## config.mk

```make
export PLATFORM = sky130hd
export DESIGN_NAME = gray_column_driver_flat
export DESIGN_NICKNAME = d
export VERILOG_FILES = /design/src/shared/gray_pwm_pkg.sv /design/src/shared/gray_link_if.sv /design/src/rtl/gray_column_driver.sv /design/src/flat_wrapper.sv
export SDC_FILE = /design/constraint.sdc
export NUM_CORES = 1
export LEC_CHECK = 0
export BUFFER_PORTS_ARGS = -buffer_cell sky130_fd_sc_hd__buf_2
export CAP_MARGIN = 20
export CORE_ASPECT_RATIO = 1.5
export CORE_UTILIZATION = 35
export CTS_BUF_LIST = sky130_fd_sc_hd__clkbuf_2
export CTS_CLUSTER_SIZE = 10
export DETAILED_ROUTE_END_ITERATION = 10
export GPL_TIMING_DRIVEN = 0
export PLACE_DENSITY = 0.51
export REMOVE_ABC_BUFFERS = 1
export SKIP_CTS_REPAIR_TIMING = 1
export SKIP_LAST_GASP = 1
export SLEW_MARGIN = 20
export SYNTH_ARGS = -nofsm -noshare
export SYNTH_HDL_FRONTEND = slang
export SYNTH_SLANG_ARGS = --single-unit
```

## constraint.sdc

```tcl
create_clock -name i_clock -period 9.8 [get_ports i_clock]
set_clock_uncertainty 0.2 [all_clocks]
set_input_delay 0 -clock i_clock [delete_from_list [all_inputs] [get_ports i_clock]]
set_output_delay 0 -clock i_clock [all_outputs]
set_load 0.05 [all_outputs]
```

## src/shared/gray_pwm_pkg.sv

```systemverilog
package gray_pwm_pkg;

	// ----------------------------------------------------------------
	// Sizes
	// ----------------------------------------------------------------
	localparam int unsigned COLUMNS    = 32;
	localparam int unsigned GRAY_W     = 8;
	localparam int unsigned IDX_W      = 5;
	localparam logic [7:0]  CNT_TOP    = 8'hFF;
	localparam logic [7:0]  CNT_BOTTOM = 8'h01;
	localparam logic [7:0]  GRAY_OFF   = 8'h00;
	localparam logic [4:0]  IDX_LAST   = 5'h1F;
	localparam logic [4:0]  IDX_RESET  = 5'h00;

	// ----------------------------------------------------------------
	// Timing
	// ----------------------------------------------------------------
	localparam int unsigned CLK_PERIOD_NS = 20;
	localparam int unsigned LCD_NS        = 100;
	localparam int unsigned CDD_NS        = 500;
	localparam int unsigned LCW_NS        = 75;
	localparam int unsigned HALF_LINK_NS  = 80;
	localparam int unsigned LCD_CYC  = (LCD_NS + CLK_PERIOD_NS - 1) / CLK_PERIOD_NS;
	localparam int unsigned CDD_CYC  = (CDD_NS + CLK_PERIOD_NS - 1) / CLK_PERIOD_NS;
	localparam int unsigned LCW_CYC  = (LCW_NS + CLK_PERIOD_NS - 1) / CLK_PERIOD_NS;
	localparam int unsigned HALF_CYC = (HALF_LINK_NS + CLK_PERIOD_NS - 1) / CLK_PERIOD_NS;
	localparam logic [5:0]  WAIT_RESET = 6'h00;

endpackage : gray_pwm_pkg

```

## src/shared/gray_link_if.sv

```systemverilog
`timescale 1ns/1ps
`default_nettype none
interface gray_link_if;
	logic [7:0] gray_value_bus;
	logic       shift_clock;
	logic       count_clock;
	logic       chip_select_in;
	logic       load_count;
	logic       blank;
	logic       chip_select_out;

	modport driver (
		input  chip_select_out,
		output gray_value_bus, shift_clock, count_clock, chip_select_in, load_count, blank
	);
	modport controller (
		output chip_select_out,
		input  gray_value_bus, shift_clock, count_clock, chip_select_in, load_count, blank
	);
endinterface : gray_link_if
`default_nettype wire

```

## src/rtl/gray_column_driver.sv

```systemverilog
// Function
// - Latch one word per shift edge
// - First word feeds column 1, onward
// - Bus bit 7 is value MSB
// - Counter steps on both count edges
// - Match during down-count turns column on
// - Count down to one, then up
// - Second match turns column off
// - Up-count at all ones ends cycle
// - Zero value never pulses
// - Blank presets counter, clears outputs
// - Words accepted only with chip select
// - Chip select out enables next device
// - Counting starts only after load pulse
// - Controller waits 100 ns after load
// - Controller pauses 500 ns at turnaround
// - Link clocks at most 8 MHz
`timescale 1ns/1ps
`default_nettype none
module gray_column_driver (
	// System
	input  wire logic         i_clock,
	input  wire logic         i_resetn,
	// Link
	gray_link_if.controller   link,
	// Columns
	output logic [31:0]       o_column_pulse_out
);

	// ----------------------------------------------------------------
	// Input synchronisers
	// ----------------------------------------------------------------
	// Three stages; a change counts once stages two and three agree.
	logic [2:0] sck_ff, cck_ff, csi_ff, ld_ff, blk_ff;
	logic [7:0] d1_ff, d2_ff, d3_ff;
	logic       sck_q_ff, cck_q_ff;

	always_ff @(posedge i_clock) begin
		if (!i_resetn) begin
			sck_ff <= 3'h0;
			cck_ff <= 3'h0;
			csi_ff <= 3'h0;
			ld_ff  <= 3'h0;
			blk_ff <= 3'h0;
			d1_ff  <= 8'h00;
			d2_ff  <= 8'h00;
			d3_ff  <= 8'h00;
		end else begin
			sck_ff <= {sck_ff[1:0], link.shift_clock};
			cck_ff <= {cck_ff[1:0], link.count_clock};
			csi_ff <= {csi_ff[1:0], link.chip_select_in};
			ld_ff  <= {ld_ff[1:0], link.load_count};
			blk_ff <= {blk_ff[1:0], link.blank};
			d1_ff  <= link.gray_value_bus;
			d2_ff  <= d1_ff;
			d3_ff  <= d2_ff;
		end
	end

	// Filtered levels follow only when the last two stages agree.
	always_ff @(posedge i_clock) begin
		if (!i_resetn) begin
			sck_q_ff <= 1'b0;
			cck_q_ff <= 1'b0;
		end else begin
			if (sck_ff[1] == sck_ff[2])
				sck_q_ff <= sck_ff[2];
			if (cck_ff[1] == cck_ff[2])
				cck_q_ff <= cck_ff[2];
		end
	end

	logic sck_edge, cck_edge, csi, ld, blk;
	assign sck_edge = (sck_ff[1] == sck_ff[2]) && (sck_ff[2] != sck_q_ff);
	assign cck_edge = (cck_ff[1] == cck_ff[2]) && (cck_ff[2] != cck_q_ff);
	assign csi = csi_ff[2];
	assign ld  = ld_ff[2];
	assign blk = blk_ff[2];

	// ----------------------------------------------------------------
	// Data latches
	// ----------------------------------------------------------------
	// Data is sampled from the delayed copy so it lines up with the edge.
	logic [7:0] gray_ff [32];
	logic [4:0] idx_ff;
	logic       full_ff;
	logic       cso_ff;

	always_ff @(posedge i_clock) begin
		if (!i_resetn) begin
			idx_ff  <= gray_pwm_pkg::IDX_RESET;
			full_ff <= 1'b0;
			cso_ff  <= 1'b0;
		end else if (!csi) begin
			idx_ff  <= gray_pwm_pkg::IDX_RESET;
			full_ff <= 1'b0;
			cso_ff  <= 1'b0;
		end else if (sck_edge && !full_ff) begin
			idx_ff <= idx_ff + 5'h01;
			if (idx_ff == gray_pwm_pkg::IDX_LAST) begin
				full_ff <= 1'b1;
				cso_ff  <= 1'b1;
			end
		end
	end

	always_ff @(posedge i_clock) begin
		if (!i_resetn) begin
			for (int i = 0; i < 32; i++)
				gray_ff[i] <= gray_pwm_pkg::GRAY_OFF;
		end else if (csi && sck_edge && !full_ff) begin
			gray_ff[idx_ff] <= d3_ff;
		end
	end

	// ----------------------------------------------------------------
	// Master counter
	// ----------------------------------------------------------------
	typedef enum {S_IDLE, S_DOWN, S_UP} cnt_state_type;
	cnt_state_type state_ff;
	logic [7:0]    cnt_ff;

	always_ff @(posedge i_clock) begin
		if (!i_resetn || blk) begin
			state_ff <= S_IDLE;
			cnt_ff   <= gray_pwm_pkg::CNT_TOP;
		end else begin
			case (state_ff)
				S_IDLE: begin
					if (ld) begin
						state_ff <= S_DOWN;
						cnt_ff   <= gray_pwm_pkg::CNT_TOP;
					end
				end
				S_DOWN: begin
					if (cck_edge) begin
						if (cnt_ff == gray_pwm_pkg::CNT_BOTTOM) begin
							state_ff <= S_UP;
							cnt_ff   <= cnt_ff + 8'h01;
						end else begin
							cnt_ff <= cnt_ff - 8'h01;
						end
					end
				end
				S_UP: begin
					if (cck_edge) begin
						cnt_ff <= cnt_ff + 8'h01;
						if (cnt_ff + 8'h01 == gray_pwm_pkg::CNT_TOP)
							state_ff <= S_IDLE;
					end
				end
				default: state_ff <= S_IDLE;
			endcase
		end
	end

	// ----------------------------------------------------------------
	// Column outputs
	// ----------------------------------------------------------------
	// Columns react to the value the counter reaches at a count edge.
	// Value one is reached only once, so it ends as the counter leaves it upward.
	// Without that, a column at one would stay on into the next frame.
	logic        active;
	logic        step_up;
	logic [7:0]  step_val;
	logic        frame_go;
	logic [31:0] turn_on;
	logic [31:0] turn_off;

	assign active   = (state_ff != S_IDLE);
	assign step_up  = (state_ff == S_UP) || (cnt_ff == gray_pwm_pkg::CNT_BOTTOM);
	assign step_val = step_up ? (cnt_ff + 8'h01) : (cnt_ff - 8'h01);
	assign frame_go = (state_ff == S_IDLE) && ld;

	always_comb begin
		turn_on  = 32'h0000_0000;
		turn_off = 32'h0000_0000;
		for (int i = 0; i < 32; i++) begin
			if (frame_go && gray_ff[i] == gray_pwm_pkg::CNT_TOP)
				turn_on[i] = 1'b1;
			if (active && cck_edge && !step_up && gray_ff[i] == step_val)
				turn_on[i] = 1'b1;
			if (active && cck_edge && step_up && gray_ff[i] == step_val)
				turn_off[i] = 1'b1;
			if (active && cck_edge && step_up && gray_ff[i] == cnt_ff
					&& cnt_ff == gray_pwm_pkg::CNT_BOTTOM)
				turn_off[i] = 1'b1;
		end
	end

	always_ff @(posedge i_clock) begin
		if (!i_resetn || blk) begin
			o_column_pulse_out <= 32'h0000_0000;
		end else begin
			for (int i = 0; i < 32; i++) begin
				if (gray_ff[i] == gray_pwm_pkg::GRAY_OFF)
					o_column_pulse_out[i] <= 1'b0;
				else if (turn_off[i])
					o_column_pulse_out[i] <= 1'b0;
				else if (turn_on[i])
					o_column_pulse_out[i] <= 1'b1;
			end
		end
	end

	assign link.chip_select_out = cso_ff;

endmodule : gray_column_driver
`default_nettype wire

```

## src/flat_wrapper.sv

```systemverilog
// flat-port wrapper written by rule: the top's interface ports become plain ports
module gray_column_driver_flat 
  (i_clock, i_resetn, o_column_pulse_out, link_chip_select_out, link_gray_value_bus, link_shift_clock, link_count_clock, link_chip_select_in, link_load_count, link_blank);
  gray_link_if link_i ();
  input  wire logic i_clock;
  input  wire logic i_resetn;
  output logic [31:0] o_column_pulse_out;
  output wire logic [$bits(link_i.chip_select_out)-1:0] link_chip_select_out;
  input wire logic [$bits(link_i.gray_value_bus)-1:0] link_gray_value_bus;
  input wire logic [$bits(link_i.shift_clock)-1:0] link_shift_clock;
  input wire logic [$bits(link_i.count_clock)-1:0] link_count_clock;
  input wire logic [$bits(link_i.chip_select_in)-1:0] link_chip_select_in;
  input wire logic [$bits(link_i.load_count)-1:0] link_load_count;
  input wire logic [$bits(link_i.blank)-1:0] link_blank;
  assign link_chip_select_out = link_i.chip_select_out;
  assign link_i.gray_value_bus = link_gray_value_bus;
  assign link_i.shift_clock = link_shift_clock;
  assign link_i.count_clock = link_count_clock;
  assign link_i.chip_select_in = link_chip_select_in;
  assign link_i.load_count = link_load_count;
  assign link_i.blank = link_blank;
  gray_column_driver u_core (.i_clock(i_clock), .i_resetn(i_resetn), .link(link_i), .o_column_pulse_out(o_column_pulse_out));
endmodule
```

==> out/qor.yml, run 1 <==
min_from: "u_core.d2_ff[2]"
hp-class: "flip-flop to flip-flop"
synth_commonest_cells: "and2_1 (297), xor2_1 (289), edfxtp_1 (256)"
ant_nets: 0
yosys.cell_count.top_type: "and2_1"
cts_max_level: 3
cts_buffers: 87
place_congestion: 0.870
rsz0062_at_grt: "false"
synth_edf_count: 256
drt_wl_total_um: 77000
outcome: "finished clean"
netlist.area_leader.share_pct: 34.5
wl_per_cell_um: 24.2
r2r_slack_ns: 4.83
crit_path_start: "u_core.cnt_ff[0]"
synth_area_leaders: "edfxtp_1 (35%), xor2_1 (11%), and2_1 (8.3%)"
period_minus_slack_ns: 4.97
port_buffers: 47
fmax_mhz: 201
min_path_cells: 1
worst_r2r_startpoint: "u_core.cnt_ff[0]"
report.final.slew_viol_count: 0
yosysWarningCount: 0
crit_fanout: 26
seq_area_frac_synth_pct: 42.5
vias: 18400
area_growth_pct: 14.4
relSlewSlack_pct: 26.6
antenna_found_initial: 4
routed_via_density: 5.77
grt_max_degree: 42
multi_input_area_mm2: 0.0122
ys_ff_latch: 345
worst_pin_slew_ns: 1.09
timing.hold.ws_ns: 0.237
fp.coreArea_mm2: 0.0625
synth_top_area_cell: "edfxtp_1"
syn_inst: 2231
drive_gt1_share_pct: 12.3
hold_violations: 0
timing.rr.end: "u_core.o_column_pulse_out[22]"
grt_pass1_vias: 17900
cts_sinks: 345
critPathRequiredTime_ns: 10.64
drt_iter0_markers: 1292
clockBufferDepth: 3
initial_utilization_pct: 35.6
hold_end: "u_core.d3_ff[2]"
finalPower_w: 0.00369
critical_path_class: "flip-flop to flip-flop"
ys_types: 67
die-area_mm2: 0.0646
clk_pin_slew_ns: 0.11
p_leak_nw: 8.68
tritoncts: "done"
power_density_mw_per_mm2: 145
grtUsageTotal_pct: 23.4
cap_violations: 0
post_synth.cell_area_avg_um2: 9.98
worstSkewPairLatency_ns: 1.16
die_y_um: 311
num_rows: 112
grt-ovfl-total: 0
netlist_area_mm2: 0.0223
io_pins: 48
root_buffer: "clkbuf_2"
grt_first_pass_wirelength_um: 111000
cp-start-kind: "flip-flop"
setup_viol: 0
dp_hpwl_um: 49500
seq_area_mm2: 0.00951
drtPass1Iterations: 6
max-vdd-ir-drop_uv: 112
min_period_over_period_pct: 50.7
synth-main-ff-cell: "edfxtp_1"
drc: 0
synth-async-reset-ratio_pct: 0
fill_cells: 6019
reg2reg_depth: 11
nets: 2343
worst_setup_path_end_kind: "flip-flop"
fp.dieW_um: 208
crit_arrival_ns: 5.81
[worst max path at each step]
stage                                          endpoint  cells after the start
after floorplan           u_core.o_column_pulse_out[11]                      8
after global placement     u_core.o_column_pulse_out[2]                      8
after detailed placement  u_core.o_column_pulse_out[22]                     10
after CTS                 u_core.o_column_pulse_out[22]                     10
after global routing      u_core.o_column_pulse_out[18]                     11
final                     u_core.o_column_pulse_out[22]                     11
[state kept, by name (all words and copies together), names as in the netlist, 2 cells and up]
name / flops
u_core.gray_ff: 256
u_core.o_column_pulse_out: 32
u_core.cnt_ff: 8
u_core.d1_ff: 8
u_core.d2_ff: 8
u_core.d3_ff: 8
u_core.idx_ff: 5
u_core.blk_ff: 3
u_core.cck_ff: 3
u_core.csi_ff: 3
u_core.ld_ff: 3
u_core.sck_ff: 3
u_core.state_ff: 2
[cell usage in the layout (no fill, tap or decap), drive strengths merged, types with 8 or more instances in the layout]
| master | Yosys | layout |
|---|---|---|
| a21oi | 47 | 47 |
| a31oi | 53 | 53 |
| and2 | 297 | 297 |
| and3 | 33 | 33 |
| buf | 62 | 103 |
| clkbuf | 89 | 115 |
| clkinv | 0 | 35 |
| dfxtp | 89 | 89 |
| dlygate4sd3 | 0 | 42 |
| edfxtp | 256 | 256 |
| ha | 14 | 14 |
| inv | 13 | 13 |
| nand2 | 85 | 85 |
| nand3 | 34 | 34 |
| nand4 | 78 | 78 |
| nor2 | 95 | 95 |
| nor2b | 8 | 8 |
| nor3 | 60 | 60 |
| nor4 | 71 | 71 |
| o2111ai | 34 | 34 |
| o211ai | 16 | 16 |
| o21ai | 125 | 125 |
| o31ai | 9 | 9 |
| o41ai | 20 | 20 |
| or3 | 36 | 36 |
| or4 | 107 | 107 |
| xnor2 | 99 | 99 |
| xnor3 | 28 | 28 |
| xor2 | 289 | 289 |
[metrics by stage]
stage / setup TNS (ns) / std cells / setup WS [ns] / utilization [%] / cell area [um2]
floorplan: 0 / 2080 / 3.02 / - / 21600
global placement: -91.88 / 2925 / -3.14 / 36.5 / 22800
detailed placement: 0 / 2980 / 4.65 / 38.6 / 24100
CTS: 0 / 3139 / 4.67 / 40.1 / 25000
global route: 0 / 3185 / 4.64 / 40.7 / 25500
finish: 0 / 3187 / 4.83 / 40.8 / 25500
[routing by layer]
| layer | up-vias | track usage, % | part of all wire (%) |
|---|---|---|---|
| met1 | 8822 | 27.3 | 38 |
| met4 | 0 | 14.5 | 5.8 |
| met2 | 851 | 39.8 | 49 |
| met3 | 259 | 3.84 | 7.1 |
| li1 | 8459 | - | - |
| met5 | - | 0 | 0 |
[cells by family (layout without fill, tap and decap cells)]
family | after synthesis | count (layout) | synth area share, %
xor+xnor | 416 | 416 | 18.1
fa+ha+maj | 14 | 14 | 0.787
mux | 6 | 6 | 0.270
compound gates | 357 | 357 | 10.5
simple gates | 929 | 929 | 24.6
other cells | 0 | 5 | 0
flops | 345 | 345 | 42.5
buf+inv | 164 | 317 | 3.14
[final cells by class]
cell class              count  share of cell area [%]
flip-flops and latches    345                    37.3
multi-input cells        1722                    48.0
clock buffers             115                    2.26
repair buffers            145                    6.84
clock inverters            44                    1.39
well taps                 798                    3.92
diodes                      5                  0.0491
inverters                  13                   0.192
[power breakdown]
| group | internal (W) | total, W | switching, W |
|---|---|---|---|
| Combinational | 0.000340 | 0.000795 | 0.000455 |
| Clock | 0.000489 | 0.00114 | 0.000646 |
| Sequential | 0.00163 | 0.00176 | 0.000134 |
[worst max-delay path, cell delays in order, from the launching register on]
cell     delay [ns]
dfxtp_4        0.52
buf_12         0.29
inv_1          0.17
ha_1           0.28
or3b_1         0.52
o31a_1         0.49
nor3_2         0.91
nor2_4         0.34
buf_16         0.28
xor2_1         0.17
or4_1          0.52
a31oi_1        0.17
Power figures use the tool's default switching activity.
==> run 2, diff against run 1 <==
- PLACE_DENSITY: 0.51 -> 0.52
- clock period: 9.8 -> 4.3 ns (I/O delays scaled with it)
==> out/qor.yml, run 2 (synthesis gave the netlist of run 1 again) <==
p_clk_share_pct: 31.5  # was 30.7%
p_leak_nw: 8.82  # was 8.68 nW
drt_iter0_markers: 1487  # was 1292
switchingPower_w: 0.00286  # was 0.00123 W
timing.rr.end: "u_core.o_column_pulse_out[19]"  # was u_core.o_column_pulse_out[22]
fp.dieW_um: 208  # unchanged
hold_violations: 0  # unchanged
routed_via_density: 5.89  # was 5.77
clockBufferDepth: 3  # unchanged
outcome: "finished clean"  # unchanged
worst_pin_slew_ns: 1.15  # was 1.09 ns
place_congestion: 0.872  # was 0.870
period_minus_slack_ns: 4.24  # was 4.97 ns
min_path_cells: 4  # was 1
sw_frac_of_total_pct: 33.4  # about the same
nets: 2360  # was 2343
setup_tns_ns: 0  # unchanged
layout_commonest_cell: "and2_1"  # unchanged
cap_violations: 0  # unchanged
worst_r2r_startpoint: "u_core.cnt_ff[0]"  # unchanged
port_buffers: 47  # unchanged
cts_sinks: 345  # unchanged
min_from: "i_resetn"  # was u_core.d2_ff[2]
root_buffer: "clkbuf_2"  # unchanged
max-vdd-ir-drop_uv: 188  # was 112 uV
crit_arrival_ns: 5.06  # was 5.81 ns
fill_cells: 6038  # was 6019
drtPass1Iterations: 6  # unchanged
clk_pin_slew_ns: 0.11  # about the same
fp.coreArea_mm2: 0.0625  # unchanged
reg.largest.list: "u_core.gray_ff (256), u_core.o_column_pulse_out (32)"  # unchanged
initial_utilization_pct: 35.6  # unchanged
setup_viol: 0  # unchanged
grt-ovfl-total: 0  # unchanged
pre_cts_ws_ns: -0.728  # was 4.65 ns
die_y_um: 311  # unchanged
worst_setup_path_end_kind: "flip-flop"  # unchanged
io_pins: 48  # unchanged
ant_nets: 0  # unchanged
grt_max_degree: 52  # was 42
cts_max_level: 3  # unchanged
worstSkewPairLatency_ns: 1.15  # was 1.16 ns
worst-path-buf-inv: 5  # was 3
area_growth_pct: 15.3  # was 14.4%
crit_fanout: 32  # was 26
slowest_delay_ns: 0.62  # was 0.91 ns
largest_reg_flops: 256  # unchanged
crit_slowest_cell: "dfxtp_4"  # was nor3_2
critical_path_class: "flip-flop to flip-flop"  # unchanged
hp-class: "primary input to flip-flop"  # was flip-flop to flip-flop
tritoncts: "done"  # unchanged
vias: 18900  # was 18400
min_period_over_period_pct: 98.7  # was 50.7%
grt_pass1_vias: 18000  # was 17900
power_density_mw_per_mm2: 333  # was 145 mW/mm2
wl_per_cell_um: 24.5  # was 24.2 um
report.final.slew_viol_count: 0  # unchanged
reg2reg_depth: 13  # was 11
antenna_found_initial: 5  # was 4
cts_buffers: 88  # was 87
num_rows: 112  # unchanged
r2r_slack_ns: 0.06  # was 4.83 ns
fmax_mhz: 236  # was 201 MHz
relSlewSlack_pct: 23.1  # was 26.6%
cp-start-kind: "flip-flop"  # unchanged
grtUsageTotal_pct: 23.4  # about the same
die-area_mm2: 0.0646  # unchanged
pwr-share-seq_pct: 46.9  # was 47.7%
comb_power_share_pct: 21.6  # was 21.5%
hold_end: "u_core.state_ff[0]"  # was u_core.d3_ff[2]
p_int_w: 0.00569  # was 0.00246 W
final_cell_mix: "and2_1 (297), xor2_1 (289), edfxtp_1 (256), clkbuf_2 (118), o21ai_0 (107)"  # was and2_1 (297), xor2_1 (289), edfxtp_1 (256), clkbuf_2 (115)
critPathRequiredTime_ns: 5.12  # was 10.64 ns
drive_gt1_share_pct: 13.2  # was 12.3%
cp_top_family: "simple AND/OR/NAND/NOR gates"  # unchanged
dp_hpwl_um: 48500  # was 49500 um
finalWorstSetupSlack_ns: 0.0571  # was 4.83 ns
drc: 0  # unchanged
drt_wl_total_um: 78500  # was 77000 um
top_register: "u_core.gray_ff"  # unchanged
cp.depth: 13  # was 11
grt_first_pass_wirelength_um: 112000  # was 111000 um
rsz0062_at_grt: "false"  # unchanged
path_cells: "buf_16, ha_1, nor3b_4, a21oi_4, buf_4, nor3_2, buf_4, nor2_4, buf_12, buf_16, xor2_1, or4_1, a31oi_1"  # was buf_12, inv_1, ha_1, or3b_1, o31a_1, nor3_2, nor2_4, buf_16, xor2_1, or4_1, a31oi_1
-- run 2: cell count changes in the layout (fill, tap and decap cells not counted), sizes merged --
cell / delta
a21oi: +1
a21o: +1
clkbuf: +3
dlygate4sd3: -1
diode: -2
bufinv: +1
clkinvlp: -2
buf: +14
clkinv: +1
nand3: +1
inv: +1
-- run 2: layout make-up --
| cell class | instances | area, um2 | area share (%) |
|---|---|---|---|
| clock inverters | 45 | 374 | 1.46 |
| inverters | 13 | 48.8 | 0.190 |
| clock buffers | 118 | 591 | 2.30 |
| repair buffers | 158 | 1850 | 7.22 |
| flip-flops and latches | 345 | 9510 | 37.0 |
| multi-input cells | 1725 | 12300 | 47.9 |
| diodes | 3 | 7.51 | 0.0292 |
| well taps | 798 | 998 | 3.89 |
-- run 2: stage by stage --
step | total power (W) | hold WS, ns | cells | instance area [um2] | utilization, %
floorplan | 0.00510 | -0.0783 | 2080 | 21600 | -
global placement | 0.00565 | 0.00594 | 2925 | 22800 | 36.5
detailed placement | 0.00586 | 0.00857 | 2978 | 24100 | 38.5
CTS | 0.00857 | -1.26 | 3141 | 25100 | 40.1
global route | 0.00891 | 0.0459 | 3204 | 25700 | 41.1
finish | 0.00855 | 0.0838 | 3205 | 25700 | 41.1
-- run 2: worst max path at each step --
| stage | end | startpoint |
|---|---|---|
| after floorplan | u_core.o_column_pulse_out[11] | u_core.cnt_ff[0] |
| after global placement | u_core.o_column_pulse_out[23] | u_core.cnt_ff[0] |
| after detailed placement | u_core.o_column_pulse_out[19] | u_core.cnt_ff[0] |
| after CTS | u_core.o_column_pulse_out[21] | u_core.cnt_ff[0] |
| after global routing | u_core.o_column_pulse_out[18] | u_core.cnt_ff[0] |
| final | u_core.o_column_pulse_out[19] | u_core.cnt_ff[0] |
-- run 2: routing by layer --
layer	track usage [%]	vias to the layer above	share of wire (%)
met5	0	-	0
met4	13.6	0	5.7
met3	4.01	271	7.2
met2	40.6	898	49
met1	26.9	9206	38
li1	-	8504	-
-- run 2: worst min-delay path, cell delays in order --
cell           delay (ns)
dlygate4sd3_1        0.53
buf_4                0.25
nand2b_1             0.48
a21oi_1              0.07
-- run 2: power groups by stage --
stage	sequential [W]	clock [W]	combinational (W)
detailed placement	0.00408	0	0.00178
global placement	0.00424	0	0.00142
CTS	0.00400	0.00278	0.00179
global route	0.00403	0.00291	0.00197
finish	0.00401	0.00270	0.00185
floorplan	0.00404	0	0.00106
